**src/verilog/pie_consts.svh**
```systemverilog
`ifndef PIE_CONSTS_SVH
`define PIE_CONSTS_SVH

`define PIE_OFS_EN_ONE    4'h0
`define PIE_OFS_EN_TWO    4'h1
`define PIE_OFS_EN_THREE  4'h2
`define PIE_OFS_CORE      4'h3
`define PIE_OFS_FLAG_ONE  4'h4
`define PIE_OFS_FLAG_TWO  4'h5
`define PIE_OFS_FLAG_THR  4'h6
`define PIE_OFS_IRQ_STAT  4'h7
`define PIE_OFS_IRQ_MASK  4'h8
`define PIE_MASK_ONE      8'hff
`define PIE_MASK_TWO      8'hf9
`define PIE_MASK_THREE    8'h3a
`define PIE_MASK_CORE     8'hc0
`define PIE_BIT_GLOBAL    7
`define PIE_BIT_GROUP     6
`define PIE_RST_BYTE      8'h00
`define PIE_RST_WORD      32'h0000_0000
`define PIE_ST_BITS       2
`define PIE_ST_REQ        0
`define PIE_ST_ENTRY      1

`endif

```
**src/verilog/pie_pkg.sv**
```systemverilog
package pie_pkg;
  typedef struct packed {
    logic [7:0] one;
    logic [7:0] two;
    logic [7:0] three;
  } pie_bank_s;

  typedef struct packed {
    logic [3:0]  address;
    logic        read;
    logic        write;
    logic [31:0] writedata;
    logic [3:0]  byteenable;
  } pie_avm_req_s;

  typedef enum logic [1:0] {
    PIE_IDLE,
    PIE_ANSWER
  } pie_bus_e;
endpackage : pie_pkg

```
**src/verilog/pie_flag_bank.sv**
```systemverilog
`timescale 1ns/1ps
`include "pie_consts.svh"

module pie_flag_bank #(
  parameter int          W    = 8,
  parameter logic [7:0]  IMPL = 8'hff
) (
  input  wire logic         CLK,
  input  wire logic         RST_N,
  input  wire logic [W-1:0] event_in,
  input  wire logic [W-1:0] clear_in,
  output logic      [W-1:0] flag_out
);
  logic [W-1:0] flag_reg;
  logic [W-1:0] flag_next;

  // flag independent of enables.
  // A new event wins over a clear in the same cycle.
  always_comb begin
    flag_next = ((flag_reg & ~clear_in) | event_in) & IMPL[W-1:0];
  end

  always_ff @(posedge CLK or negedge RST_N) begin
    if (!RST_N) begin
      flag_reg <= '0;
    end else begin
      flag_reg <= flag_next;
    end
  end

  assign flag_out = flag_reg;

  property p_flag_set;
    @(posedge CLK) disable iff (!RST_N)
      (event_in[0] && IMPL[0]) |=> flag_out[0];
  endproperty
  a_flag_set: assert property (p_flag_set) else $error("event lost in flag bank");
endmodule : pie_flag_bank

```
**src/verilog/pie_enable_bank.sv**
```systemverilog
// Local design decisions: the Avalon-MM interface to the registers and the register offsets.
`timescale 1ns/1ps
`include "pie_consts.svh"

// Summary of operation
// - Group enable gates all peripheral requests.
// - Bank one bits 7,6: gate, converter.
// - Bank one bits 5,4: serial receive, transmit.
// - Bank one bits 3,2: sync port, capcomp one.
// - Bank one bits 1,0: timer2 match, timer1 overflow.
// - Bank two bits 7,6,5: oscfail, comparators.
// - Bank two bits 4,3,0: eeprom, collision, capcomp.
// - Unimplemented bits read zero, ignore writes.
// - Bank three bits 5,4: capcomp four, three.
// - Bank three bits 3,1: timer6, timer4 match.
// - Enable bits read/write, reset to zero.
// - Flags set regardless of any enable.
// - Global enable gates CORE_IRQ_REQ; IRQ status bit 0 (any enabled flag) is not gated.

module pie_enable_bank (
  input  wire logic                CLK,
  input  wire logic                RST_N,
  input  wire logic [3:0]          AVS_ADDRESS,
  input  wire logic                AVS_READ,
  input  wire logic                AVS_WRITE,
  input  wire logic [31:0]         AVS_WRITEDATA,
  input  wire logic [3:0]          AVS_BYTEENABLE,
  output logic      [31:0]         AVS_READDATA,
  output logic                     AVS_WAITREQUEST,
  input  wire pie_pkg::pie_bank_s  PERIPH_EVENT,
  input  wire logic                CORE_OTHER_REQ,
  input  wire logic                CORE_ENTRY_ACK,
  output logic                     PERIPH_REQ,
  output logic                     CORE_IRQ_REQ,
  output pie_pkg::pie_bank_s       FLAGS,
  output logic                     IRQ
);
  import pie_pkg::*;

  pie_avm_req_s req;
  pie_bus_e     bus_reg;
  pie_bus_e     bus_next;
  pie_bank_s    en_reg;
  pie_bank_s    en_next;
  logic [7:0]   core_reg;
  logic [7:0]   core_next;
  logic [31:0]  rdata_reg;
  logic [31:0]  rdata_next;
  logic [1:0]   stat_reg;
  logic [1:0]   stat_next;
  logic [1:0]   mask_reg;
  logic [1:0]   mask_next;
  pie_bank_s    flag_clr;
  pie_bank_s    flag_q;
  logic         periph_any;
  logic         core_req;
  logic         do_wr;
  logic         do_rd;
  logic         rd_start;
  logic         core_req_d_reg;
  logic [1:0]   stat_set;

  assign req = '{address: AVS_ADDRESS, read: AVS_READ, write: AVS_WRITE,
                 writedata: AVS_WRITEDATA, byteenable: AVS_BYTEENABLE};
  assign do_wr = (bus_reg == PIE_ANSWER) && req.write && req.byteenable[0];
  assign do_rd = (bus_reg == PIE_ANSWER) && req.read;
  assign rd_start = (bus_reg == PIE_IDLE) && req.read;

  pie_flag_bank #(.W(8), .IMPL(`PIE_MASK_ONE)) u_flag_one (
    .CLK      (CLK),
    .RST_N    (RST_N),
    .event_in (PERIPH_EVENT.one),
    .clear_in (flag_clr.one),
    .flag_out (flag_q.one)
  );
  pie_flag_bank #(.W(8), .IMPL(`PIE_MASK_TWO)) u_flag_two (
    .CLK      (CLK),
    .RST_N    (RST_N),
    .event_in (PERIPH_EVENT.two),
    .clear_in (flag_clr.two),
    .flag_out (flag_q.two)
  );
  pie_flag_bank #(.W(8), .IMPL(`PIE_MASK_THREE)) u_flag_three (
    .CLK      (CLK),
    .RST_N    (RST_N),
    .event_in (PERIPH_EVENT.three),
    .clear_in (flag_clr.three),
    .flag_out (flag_q.three)
  );

  // Writing one to a flag position clears it.
  always_comb begin
    flag_clr = '0;
    if (do_wr && req.address == `PIE_OFS_FLAG_ONE) begin
      flag_clr.one = req.writedata[7:0];
    end
    if (do_wr && req.address == `PIE_OFS_FLAG_TWO) begin
      flag_clr.two = req.writedata[7:0];
    end
    if (do_wr && req.address == `PIE_OFS_FLAG_THR) begin
      flag_clr.three = req.writedata[7:0];
    end
  end

  assign periph_any = |(flag_q & en_reg);
  assign core_req = core_reg[`PIE_BIT_GLOBAL]
                    && ((core_reg[`PIE_BIT_GROUP] && periph_any) || CORE_OTHER_REQ);
  assign PERIPH_REQ   = core_reg[`PIE_BIT_GROUP] && periph_any;
  assign CORE_IRQ_REQ = core_req;
  assign FLAGS        = flag_q;

  // One wait state per access: waitrequest drops in the answer cycle.
  always_comb begin
    bus_next = bus_reg;
    case (bus_reg)
      PIE_IDLE: begin
        if (req.read || req.write) begin
          bus_next = PIE_ANSWER;
        end
      end
      PIE_ANSWER: begin
        bus_next = PIE_IDLE;
      end
      default: begin
        bus_next = PIE_IDLE;
      end
    endcase
  end
  assign AVS_WAITREQUEST = (req.read || req.write) && (bus_reg != PIE_ANSWER);

  assign stat_set = {core_req && !core_req_d_reg, periph_any};

  always_comb begin
    en_next    = en_reg;
    core_next  = core_reg;
    mask_next  = mask_reg;
    rdata_next = rdata_reg;
    stat_next  = stat_reg;
    if (do_wr) begin
      case (req.address)
        `PIE_OFS_EN_ONE: en_next.one = req.writedata[7:0] & `PIE_MASK_ONE;
        `PIE_OFS_EN_TWO: en_next.two = req.writedata[7:0] & `PIE_MASK_TWO;
        `PIE_OFS_EN_THREE: en_next.three = req.writedata[7:0] & `PIE_MASK_THREE;
        `PIE_OFS_CORE: core_next = req.writedata[7:0] & `PIE_MASK_CORE;
        `PIE_OFS_IRQ_MASK: mask_next = req.writedata[1:0];
        default: begin
        end
      endcase
    end
    // Read data are loaded in the wait cycle so they stand when waitrequest drops.
    // Status shows the bits that are being set now, as the clear follows one edge later.
    if (rd_start) begin
      case (req.address)
        `PIE_OFS_EN_ONE:   rdata_next = {24'h000000, en_reg.one};
        `PIE_OFS_EN_TWO:   rdata_next = {24'h000000, en_reg.two};
        `PIE_OFS_EN_THREE: rdata_next = {24'h000000, en_reg.three};
        `PIE_OFS_CORE:     rdata_next = {24'h000000, core_reg};
        `PIE_OFS_FLAG_ONE: rdata_next = {24'h000000, flag_q.one};
        `PIE_OFS_FLAG_TWO: rdata_next = {24'h000000, flag_q.two};
        `PIE_OFS_FLAG_THR: rdata_next = {24'h000000, flag_q.three};
        `PIE_OFS_IRQ_STAT: rdata_next = {30'h0, stat_reg | stat_set};
        `PIE_OFS_IRQ_MASK: rdata_next = {30'h0, mask_reg};
        default:           rdata_next = `PIE_RST_WORD;
      endcase
    end
    // Reading status clears it, but a new event in that cycle survives.
    if (do_rd && req.address == `PIE_OFS_IRQ_STAT) begin
      stat_next = stat_set;
    end else begin
      stat_next = stat_reg | stat_set;
    end
    // Core entry clears global enable, as interrupt entry does.
    if (CORE_ENTRY_ACK) begin
      core_next[`PIE_BIT_GLOBAL] = 1'b0;
    end
  end

  always_ff @(posedge CLK or negedge RST_N) begin
    if (!RST_N) begin
      bus_reg        <= PIE_IDLE;
      en_reg         <= '0;
      core_reg       <= `PIE_RST_BYTE;
      mask_reg       <= 2'h0;
      stat_reg       <= 2'h0;
      rdata_reg      <= `PIE_RST_WORD;
      core_req_d_reg <= 1'b0;
    end else begin
      bus_reg        <= bus_next;
      en_reg         <= en_next;
      core_reg       <= core_next;
      mask_reg       <= mask_next;
      stat_reg       <= stat_next;
      rdata_reg      <= rdata_next;
      core_req_d_reg <= core_req;
    end
  end

  assign AVS_READDATA = rdata_reg;
  assign IRQ = |(stat_reg & mask_reg);

  property p_group_gate;
    @(posedge CLK) disable iff (!RST_N)
      !core_reg[`PIE_BIT_GROUP] |-> !PERIPH_REQ;
  endproperty
  a_group_gate: assert property (p_group_gate) else $error("request without group");

  property p_global_gate;
    @(posedge CLK) disable iff (!RST_N)
      !core_reg[`PIE_BIT_GLOBAL] |-> !CORE_IRQ_REQ;
  endproperty
  a_global_gate: assert property (p_global_gate) else $error("request without global");

  property p_en_one_wr;
    @(posedge CLK) disable iff (!RST_N)
      (do_wr && req.address == `PIE_OFS_EN_ONE)
        |=> (en_reg.one == $past(req.writedata[7:0]));
  endproperty
  a_en_one_wr: assert property (p_en_one_wr) else $error("bank one write lost");

  property p_unimpl_zero;
    @(posedge CLK) disable iff (!RST_N)
      (en_reg.two[2:1] == 2'h0) && (en_reg.three[7:6] == 2'h0)
        && !en_reg.three[2] && !en_reg.three[0];
  endproperty
  a_unimpl_zero: assert property (p_unimpl_zero) else $error("unimplemented bit set");

  property p_combined;
    @(posedge CLK) disable iff (!RST_N)
      (core_reg[`PIE_BIT_GROUP] && (flag_q.two[7] && en_reg.two[7])) |-> PERIPH_REQ;
  endproperty
  a_combined: assert property (p_combined) else $error("combined request missing");

  property p_flag_indep;
    @(posedge CLK) disable iff (!RST_N)
      (PERIPH_EVENT.three[5] && en_reg.three == 8'h00) |=> flag_q.three[5];
  endproperty
  a_flag_indep: assert property (p_flag_indep) else $error("flag gated by enable");

  property p_rd_en_two;
    @(posedge CLK) disable iff (!RST_N)
      (do_rd && req.address == `PIE_OFS_EN_TWO) |-> (AVS_READDATA[7:0] == en_reg.two);
  endproperty
  a_rd_en_two: assert property (p_rd_en_two) else $error("bank two readback wrong");

  property p_wait_one;
    @(posedge CLK) disable iff (!RST_N)
      ($rose(AVS_READ) && bus_reg == PIE_IDLE) |-> AVS_WAITREQUEST ##1 !AVS_WAITREQUEST;
  endproperty
  a_wait_one: assert property (p_wait_one) else $error("waitrequest timing wrong");

  property p_rd_en_one;
    @(posedge CLK) disable iff (!RST_N)
      (do_rd && req.address == `PIE_OFS_EN_ONE) |-> (AVS_READDATA[7:0] == en_reg.one);
  endproperty
  a_rd_en_one: assert property (p_rd_en_one) else $error("bank one readback wrong");

  property p_bank_one_req;
    @(posedge CLK) disable iff (!RST_N)
      (core_reg[`PIE_BIT_GROUP] && ((flag_q.one & en_reg.one) != 8'h00)) |-> PERIPH_REQ;
  endproperty
  a_bank_one_req: assert property (p_bank_one_req) else $error("bank one source silent");

  property p_bank_two_req;
    @(posedge CLK) disable iff (!RST_N)
      (core_reg[`PIE_BIT_GROUP] && ((flag_q.two & en_reg.two) != 8'h00)) |-> PERIPH_REQ;
  endproperty
  a_bank_two_req: assert property (p_bank_two_req) else $error("bank two source silent");

  property p_bank_three_req;
    @(posedge CLK) disable iff (!RST_N)
      (core_reg[`PIE_BIT_GROUP] && ((flag_q.three & en_reg.three) != 8'h00)) |-> PERIPH_REQ;
  endproperty
  a_bank_three_req: assert property (p_bank_three_req) else $error("bank three source silent");

  property p_no_source;
    @(posedge CLK) disable iff (!RST_N)
      ((flag_q & en_reg) == 24'h000000) |-> !PERIPH_REQ;
  endproperty
  a_no_source: assert property (p_no_source) else $error("request with no source");

  property p_entry_clear;
    @(posedge CLK) disable iff (!RST_N)
      CORE_ENTRY_ACK |=> !core_reg[`PIE_BIT_GLOBAL];
  endproperty
  a_entry_clear: assert property (p_entry_clear) else $error("global enable kept on entry");

  property p_be_ignored;
    @(posedge CLK) disable iff (!RST_N)
      ((bus_reg == PIE_ANSWER) && req.write && !req.byteenable[0]) |=> $stable(en_reg);
  endproperty
  a_be_ignored: assert property (p_be_ignored) else $error("write without low lane landed");

  property p_stat_clear;
    @(posedge CLK) disable iff (!RST_N)
      (do_rd && (req.address == `PIE_OFS_IRQ_STAT) && (stat_set == 2'h0))
        |=> (stat_reg == 2'h0);
  endproperty
  a_stat_clear: assert property (p_stat_clear) else $error("status kept after read");

  c_periph: cover property (@(posedge CLK) disable iff (!RST_N) PERIPH_REQ);
  c_core:   cover property (@(posedge CLK) disable iff (!RST_N) CORE_IRQ_REQ);
  c_irq:    cover property (@(posedge CLK) disable iff (!RST_N) IRQ);
endmodule : pie_enable_bank

```
**config.mk**
```make
export PLATFORM = sky130hd
export DESIGN_NAME = pie_enable_bank
export DESIGN_NICKNAME = d
export VERILOG_FILES = /design/src/verilog/pie_pkg.sv /design/src/verilog/pie_flag_bank.sv /design/src/verilog/pie_enable_bank.sv
export VERILOG_INCLUDE_DIRS = /design/src /design/src/verilog
export SDC_FILE = /design/constraint.sdc
export NUM_CORES = 1
export LEC_CHECK = 0
export BUFFER_PORTS_ARGS = -buffer_cell sky130_fd_sc_hd__buf_4
export CAP_MARGIN = 20
export CORE_MARGIN = 2
export CORE_UTILIZATION = 43
export CTS_CLUSTER_DIAMETER = 100
export DETAILED_ROUTE_END_ITERATION = 10
export MAX_ROUTING_LAYER = met4
export PLACE_DENSITY = 0.73
export SLEW_MARGIN = 40
export SYNTH_ARGS = -nofsm -noshare
export SYNTH_HDL_FRONTEND = slang
export SYNTH_HIERARCHICAL = 1
export SYNTH_SLANG_ARGS = --single-unit
```
**constraint.sdc**
```tcl
create_clock -name CLK -period 1.91 [get_ports CLK]
set_input_delay 0.0955 -clock CLK [delete_from_list [all_inputs] [get_ports CLK]]
set_output_delay 0.0955 -clock CLK [all_outputs]
set_load 0.02 [all_outputs]
```
Yosys cells after proc, flatten, opt, wreduce, memory -nomap -nowiden
Index checks and enable logic that the tools add are counted.

Bits in latches: 0. ROM bits: 0. Bits in writable memories: 0. Input bits: 70. Register bits: 77. Logic and storage cells: 73. Memories kept: 0. Output and inout port bits: 60.

Reduce and logical (&&, ||, !) cells: 27. Bitwise operators: 12. Div/mod/pow operators: 0. Order comparisons: 0. Muxes and demuxes: 10. Shift operators: 0. Add/subtract/negate cells: 0. Eq/ne operators: 11. Multiply operators: 0.

Operator list (count): $pmux W8 S9 (1); $mux W8 (4); $and A24 B24 Y24 (1); $reduce_or A24 Y1 (1); $and A8 B8 Y8 (2); $eq A4 B3 Y1 const B (4); $not A8 Y8 (2); $or A8 B8 Y8 (2); $logic_and A1 B1 Y1 (12); $reduce_and A2 Y1 (6); $eq A4 B2 Y1 const B (2); $and A6 B6 Y6 (1); $mux W2 (3); $mux W6 (1); $not A6 Y6 (1); $or A6 B6 Y6 (1); $eq A4 B1 Y1 const B (1); $eq A4 B4 Y1 const B (1); $logic_not A4 Y1 (1); $ne A2 B1 Y1 const B (2); $reduce_bool A2 Y1 (2); $and A2 B2 Y2 (1); $eq A2 B1 Y1 const B (1); $logic_not A2 Y1 (1); 5 further kinds (6).

Depth between registers and ports, before layout
Gate-level depths: netlist of the first run.

Depth after elaboration: 8. Depth in mapped cells: 7.

Modules after synthesis
The synthesis of the first run kept the hierarchy.

Modules (own cells, without submodules): pie_enable_bank (times used 1, seq. area each 850.8 µm², area each 2332.2 µm², cells an instance 240); pie_flag_bank (u_flag_one) (times used 1, seq. area each 200.2 µm², area each 290.3 µm², cells an instance 24); pie_flag_bank (u_flag_two) (times used 1, seq. area each 150.1 µm², area each 236.5 µm², cells an instance 21); pie_flag_bank (u_flag_three) (times used 1, seq. area each 100.1 µm², area each 178.9 µm², cells an instance 17).

Worst setup path before layout of the first run
OpenSTA, ideal clock, no wires.

Kind: reg-to-reg. From: register u_flag_two.flag_reg[4] (netlist: u_flag_two/flag_out[4]). To: register core_req_d_reg. Path buffers: 0. Arrival: 1.616 ns. Slack: 0.137 ns. Data required time: 1.753 ns. Library setup time: 0.157 ns. Period minus slack after synthesis: 1.773 ns. Cell stages (with the launch flop): 6. Cells stage by stage: dfrtp_1 > a22oi_1 > nand2_1 > nor4_4 > and2b_1 > o21a_1.

Word-level cells in the longest chain between the ends: 5.

Ends and longest elaborated chain: start, declared (line pie_flag_bank.sv:14) `logic [W-1:0] flag_reg;`; start signal, assigned (line pie_flag_bank.sv:27) `flag_reg <= flag_next;`; $and A24 B24 Y24 (line pie_enable_bank.sv:105) `assign periph_any = |(flag_q & en_reg);`; $reduce_or A24 Y1 (line pie_enable_bank.sv:105); $logic_and A1 B1 Y1; named net PERIPH_REQ (line pie_enable_bank.sv:33) `output logic PERIPH_REQ,`; $logic_or A1 B1 Y1 (line pie_enable_bank.sv:107) `` && ((core_reg[`PIE_BIT_GROUP] && periph_any) || CORE_OTHER_REQ); ``; $logic_and A1 B1 Y1 (line pie_enable_bank.sv:106) `` assign core_req = core_reg[`PIE_BIT_GLOBAL] ``; named net CORE_IRQ_REQ (line pie_enable_bank.sv:34) `output logic CORE_IRQ_REQ,`; end signal, assigned (line pie_enable_bank.sv:194) `core_req_d_reg <= core_req;`; end, declared (line pie_enable_bank.sv:60) `logic core_req_d_reg;`.

The timed path passes the listed nets, and every way through them passes these cells. A chain may end at the register's enable or synchronous reset.

Worst setup path after layout of the first run
From: register u_flag_two.flag_reg[3] (netlist: u_flag_two/flag_out[3]). To: output CORE_IRQ_REQ.

Word-level cells in the longest chain between the ends: 5.

Ends and longest elaborated chain (line): $and A24 B24 Y24 (pie_enable_bank.sv:105); $reduce_or A24 Y1 (pie_enable_bank.sv:105); $logic_and A1 B1 Y1 (pie_enable_bank.sv:107); $logic_or A1 B1 Y1 (pie_enable_bank.sv:107); $logic_and A1 B1 Y1 (pie_enable_bank.sv:106); end, declared (pie_enable_bank.sv:34).

No other way between the ends.

==> metrics.txt, run 1 <==
Antenna Cells=0; final wirelength=7450 um; post-route DRC violation count=0; layout cells sized above 1=34.4%; final worst slack=-0.111 ns; Relative slew margins=56.5%; status=finished with violations; worst hold margin=0.0270 ns; Crit Path Max Fanout=4; final slew viol count=0; R2R depth=6; CTS tree=done; hold path depth=3; die width=87.5 um; Final Hold Viols=0; Setup CP Type=flip-flop to primary output; minimum clock period=2.02 ns; GRT Overall Usage=20.4%; DRT iter0 DRCs=210; synthesized area=0.00300 mm2; DRT Pass-1 Iters=4; r2r startpoint=u_flag_two/flag_out[3]; core footprint=0.00676 mm2; post-DR wirelength/cell=15.4 um; largest net degree at the start of global routing=53; final setup vio count=2; crit path from=u_flag_two/flag_out[3]; via count=2477; Syn-to-layout area delta=32.2%; Post-DRT Antenna Nets=0; first-pass GRT wire length=11700 um; Worst Setup Start Kind=flip-flop; clk sinks=52; fillers=572; met2 WL post-DR=3660 um; Arr. time, crit path=1.93 ns; gpl congestion=0.837; Die Y=87.5 um; Final Net Count=473; antenna violations before repair=0; total die area=0.00766 mm2; Setup Skew=0.00922 ns; Inserted Clock Buffers=5; Worst R2R End=AVS_READDATA[0]; Finished Cell Area=0.00397 mm2; Power per Cell Area=663 mW/mm2; cells after synthesis=296; worst skew pair latency=0.31 ns; Top Metal Used=met4; number of flip-flops in the largest register=18; Clock Path Buffers=2; Leakage Power=1.82 nW; # port buffers=66; Fmax=495 MHz; effective utilization at floorplan=44.4%; Met1 Routed Length=3290 um; failing checks=setup timing; # rows=30; post-layout util=58.7%; Worst-Margin Slew=0.653 ns; grt ovf=0; Required @ worst endpoint=1.81 ns; CP Capture Type=primary output; Reg clk slew, reported paths=0.09 ns; Setup TNS Final=-0.152 ns; Place WS=0.144 ns; Register Area=0.00130 mm2; Hold Crit Class=input pin to flip-flop; H-Tree Depth=2; Final period util=106%; mean area per synthesized cell=10.1 um2; yosys warns=6; placed cell areas=0.00348 mm2; hpwl dp=5160 um; max capacitance violation total=0; number of global-route vias before repair=2309; worst vdd ir=0.340 mV; # IOs=130; R2R Setup Slk=0.18 ns; RSZ-0062 raised after global routing=true; Via-to-Cell Ratio=5.12; routed wl met3=413 um; Multi-input gate area=0.00146 mm2; critical path endpoint=CORE_IRQ_REQ; clock root buffer master=clkbuf_8
-- metrics by stage --
stage,cells,power [mW]
floorplan,323,1.64
global placement,439,1.77
detailed placement,439,1.79
CTS,472,2.62
global route,484,2.76
finish,484,2.63
-- routing by layer --
layer | vias up | GRT usage [%]
li1 | 1190 | -
met1 | 1177 | 27.4
met2 | 100 | 32.2
met3 | 10 | 3.58
met4 | 0 | 5.03
met5 | - | -
-- layout make-up --
class                      instances  share of cell area [%]
sequential                        52                    32.8
timing repair buffer             112                    22.7
inverter                          23                    2.18
tap                               80                    2.52
multi-input combinational        209                    36.9
clock buffer                       5                    1.74
clock inverter                     3                    1.17
-- power by group --
group | leakage [nW] | switching [mW] | internal [mW]
sequential | 0.610 | 0.0696 | 1.18
combinational | 1.16 | 0.312 | 0.287
clock | 0.0548 | 0.384 | 0.395
total | 1.82 | 0.766 | 1.86
-- critical path, stage by stage, from the launching register on --
cell     delay [ns]
dfrtp_1        0.44
a22oi_2        0.19
nand2_1        0.11
nor4_4         0.33
and2b_1        0.23
o21a_1         0.19
buf_6          0.13
-- cell usage in the layout (no fill, tap or decap), drive strengths merged, types with 2 or more instances in the layout --
master       instances
dlygate4sd3         20
nor3                 4
mux2                24
nor2                18
buf                 92
a22oi               13
o211ai               2
a21o                20
a32oi                3
o21ai                7
nand2               15
inv                 24
nand3                5
a22o                 7
dfrtp               52
clkbuf               5
and2                20
nor4                 4
mux2i                8
conb                30
a31oi                2
nand3b               2
and2b                2
nand2b               4
a21oi                8
a221o                2
-- repair_timing --
action                     4_1_cts  5_1_grt
setup endpoints to repair        2        2
gates cloned                     0        0
setup buffers                    5       12
hold buffers                    20        0
pin swaps                        4        3
hold endpoints to repair        71        0
gates resized for setup          5        4
-- worst min-delay path by stage --
stage,start,endpoint,slack [ns]
2_1_floorplan,RST_N,AVS_READDATA[0],-0.20
3_3_place_gp,RST_N,u_flag_one/flag_out[4],0.17
3_5_place_dp,RST_N,u_flag_one/flag_out[4],0.17
4_1_cts,AVS_WRITEDATA[2],en_reg[18],0.02
5_1_grt,AVS_WRITEDATA[2],en_reg[18],0.02
6_report,AVS_WRITE,bus_reg[0],0.03
No activity file was read; power rests on OpenSTA's default activity.
==> run 2, diff against run 1 <==
--- a/config.mk
+++ b/config.mk
@@ -8,12 +8,14 @@
 export LEC_CHECK = 0
 export BUFFER_PORTS_ARGS = -buffer_cell sky130_fd_sc_hd__buf_4
 export CAP_MARGIN = 20
+export CORE_ASPECT_RATIO = 2
 export CORE_MARGIN = 2
 export CORE_UTILIZATION = 43
 export CTS_CLUSTER_DIAMETER = 100
 export DETAILED_ROUTE_END_ITERATION = 10
 export MAX_ROUTING_LAYER = met4
 export PLACE_DENSITY = 0.73
+export SKIP_LAST_GASP = 1
 export SLEW_MARGIN = 40
 export SYNTH_ARGS = -nofsm -noshare
 export SYNTH_HDL_FRONTEND = slang
==> run 2 against run 1 <==
Effect of this change: the run still ends with setup timing left; core utilization down 0.31 points; first-iteration DRC count down 47%; clock skew down 0.0051 ns; largest cell class unchanged.
==> metrics.txt, run 2 (synthesis gave the netlist of run 1 again) <==
status=finished with violations; failing checks=setup timing; Worst R2R End=AVS_READDATA[0]; Placed Cells=459 (+4.6%); Multi-input gate area=0.00146 mm2 (unchanged); CP delay by family, top=simple AND/OR/NAND/NOR gates; Final Net Count=472 (-0.21%); final worst slack=-0.0874 ns (+0.0234 ns); grt ovf=0 (unchanged); final setup vio count=2 (unchanged); most common cell after layout, fill and taps aside=buf_4; layout cells sized above 1=33.8% (-0.58 points); number of flip-flops in the largest register=18 (unchanged); # rows=43 (+43%); core footprint=0.00683 mm2 (+1.1%); fillers=598 (+4.5%); critical path endpoint=CORE_IRQ_REQ; total die area=0.00770 mm2 (+0.53%); largest net degree at the start of global routing=53 (unchanged); final wirelength=7170 um (-3.8%); R2R Setup Slk=0.11 ns (-0.07 ns); worst skew pair latency=0.29 ns (-0.02 ns); crit path from=en_reg[12]; Leakage Power=1.83 nW (+0.41%); effective utilization at floorplan=43.9% (-0.50 points); Non-Filler Instances=492 (+1.7%); Fmax=501 MHz (+1.2%); Crit Path Max Fanout=2 (-2); post-DR wirelength/cell=14.6 um (-5.3%); minimum clock period=2.00 ns (-0.0234 ns); Inserted Clock Buffers=5 (unchanged); crit path buf inv count=1 (unchanged); Final Hold Viols=0 (unchanged); Slowest-stage cell, CP=dfrtp_1; die width=63.1 um (-28%); Worst path depth=6 (unchanged); RSZ-0062 raised after global routing=true; first-pass GRT wire length=11800 um (+0.59%); Power per Cell Area=675 mW/mm2 (+1.9%); post-layout util=58.4% (-0.31 points); worst vdd ir=0.783 mV (+130%); Antenna Cells=0 (unchanged); Required @ worst endpoint=1.81 ns (about the same); R2R depth=7 (+1); final slew viol count=0 (unchanged); clock root buffer master=clkbuf_16; r2r startpoint=en_reg[12]; Die Y=122 um (+40%); DRT iter0 DRCs=112 (-47%); Via-to-Cell Ratio=4.99 (-2.4%); CTS tree=done; via count=2457 (-0.81%); worst-path cell chain=a22oi_2 > nand2_1 > nor4_4 > and2b_1 > o21a_1 > buf_6; Hold Crit Class=input pin to flip-flop; Final period util=105% (-1.2 points); DRT Pass-1 Iters=4 (unchanged); # IOs=130 (unchanged); H-Tree Depth=2 (unchanged); Reg clk slew, reported paths=0.06 ns (-0.03 ns); number of global-route vias before repair=2431 (+5.3%); max capacitance violation total=0 (unchanged); Clock Path Buffers=2 (unchanged); antenna violations before repair=0 (unchanged); GRT Overall Usage=20.1% (-0.26 points); Crit path largest cell delay=0.39 ns (-0.05 ns); CP Capture Type=primary output; gpl congestion=0.884 (+5.5%); Setup CP Type=flip-flop to primary output; most frequent cells in the layout=buf_4 (89), dfrtp_1 (52), conb_1 (30); clk sinks=52 (unchanged); Syn-to-layout area delta=32.9%; # port buffers=66 (unchanged); worst hold start=AVS_WRITE; hpwl dp=5510 um (+6.8%); Post-DRT Antenna Nets=0 (unchanged); Relative slew margins=57.5% (+1.0 points); Worst-Margin Slew=0.637 ns (-0.0157 ns); Setup Skew=0.00410 ns (-0.00512 ns); Register Area=0.00130 mm2 (unchanged); Worst Setup Start Kind=flip-flop; post-route DRC violation count=0 (unchanged); Arr. time, crit path=1.90 ns (-0.03 ns)
run 2: what timing repair did:
item | 4_1_cts | 5_1_grt
buffers inserted | 2 | 4
resized for setup | 5 | 4
endpoints found under the hold margin | 71 | 0
pin swaps | 3 | 2
endpoints found under the setup margin | 2 | 3
hold buffers | 20 | 0
cloned | 0 | 0
run 2: metrics by stage:
step / hold slack, ns / worst slack, ns / setup TNS, ns / power (mW) / area [um2]
final: 0.0360 / -0.0874 / -0.0989 / 2.69 / 3990
after global routing: 0.0442 / -0.167 / -0.261 / 2.82 / 3990
after CTS: 0.0393 / -0.163 / -0.243 / 2.69 / 3940
after detailed placement: 0.163 / 0.0831 / 0 / 1.79 / 3570
after global placement: 0.157 / 0.127 / 0 / 1.78 / 3570
after floorplan: -0.200 / 0.137 / 0 / 1.64 / 3100
run 2: worst min-delay path by stage:
stage               cells after the start         endpoint
floorplan                               0  AVS_READDATA[0]
global placement                        1   core_req_d_reg
detailed placement                      1   core_req_d_reg
CTS                                     3       bus_reg[0]
global route                            2       en_reg[18]
finish                                  3       bus_reg[0]
run 2: where the power goes:
part,internal (mW),total (mW),switching (mW)
logic,0.289,0.601,0.311
clock network,0.476,0.845,0.369
registers,1.18,1.25,0.0651
run 2: cell type report:
cell class	instances	area share, %
tap	90	2.82
multi-input combinational	209	36.7
sequential	52	32.6
clock buffer	6	3.23
clock inverter	1	0.125
timing repair buffer	111	22.3
inverter	23	2.16
run 2: worst min-delay path: stages:
cell and delay (ns):
buf_4 0.09, nor2_1 0.04, nor2_1 0.07
run 2: routing by layer:
metal | GRT usage [%] | vias to the layer above | routed length, um
met3 | 4.34 | 9 | 353
li1 | - | 1183 | -
met4 | 7.08 | 0 | 149
met5 | - | - | 0
met2 | 34.5 | 75 | 3860
met1 | 22.9 | 1190 | 2810
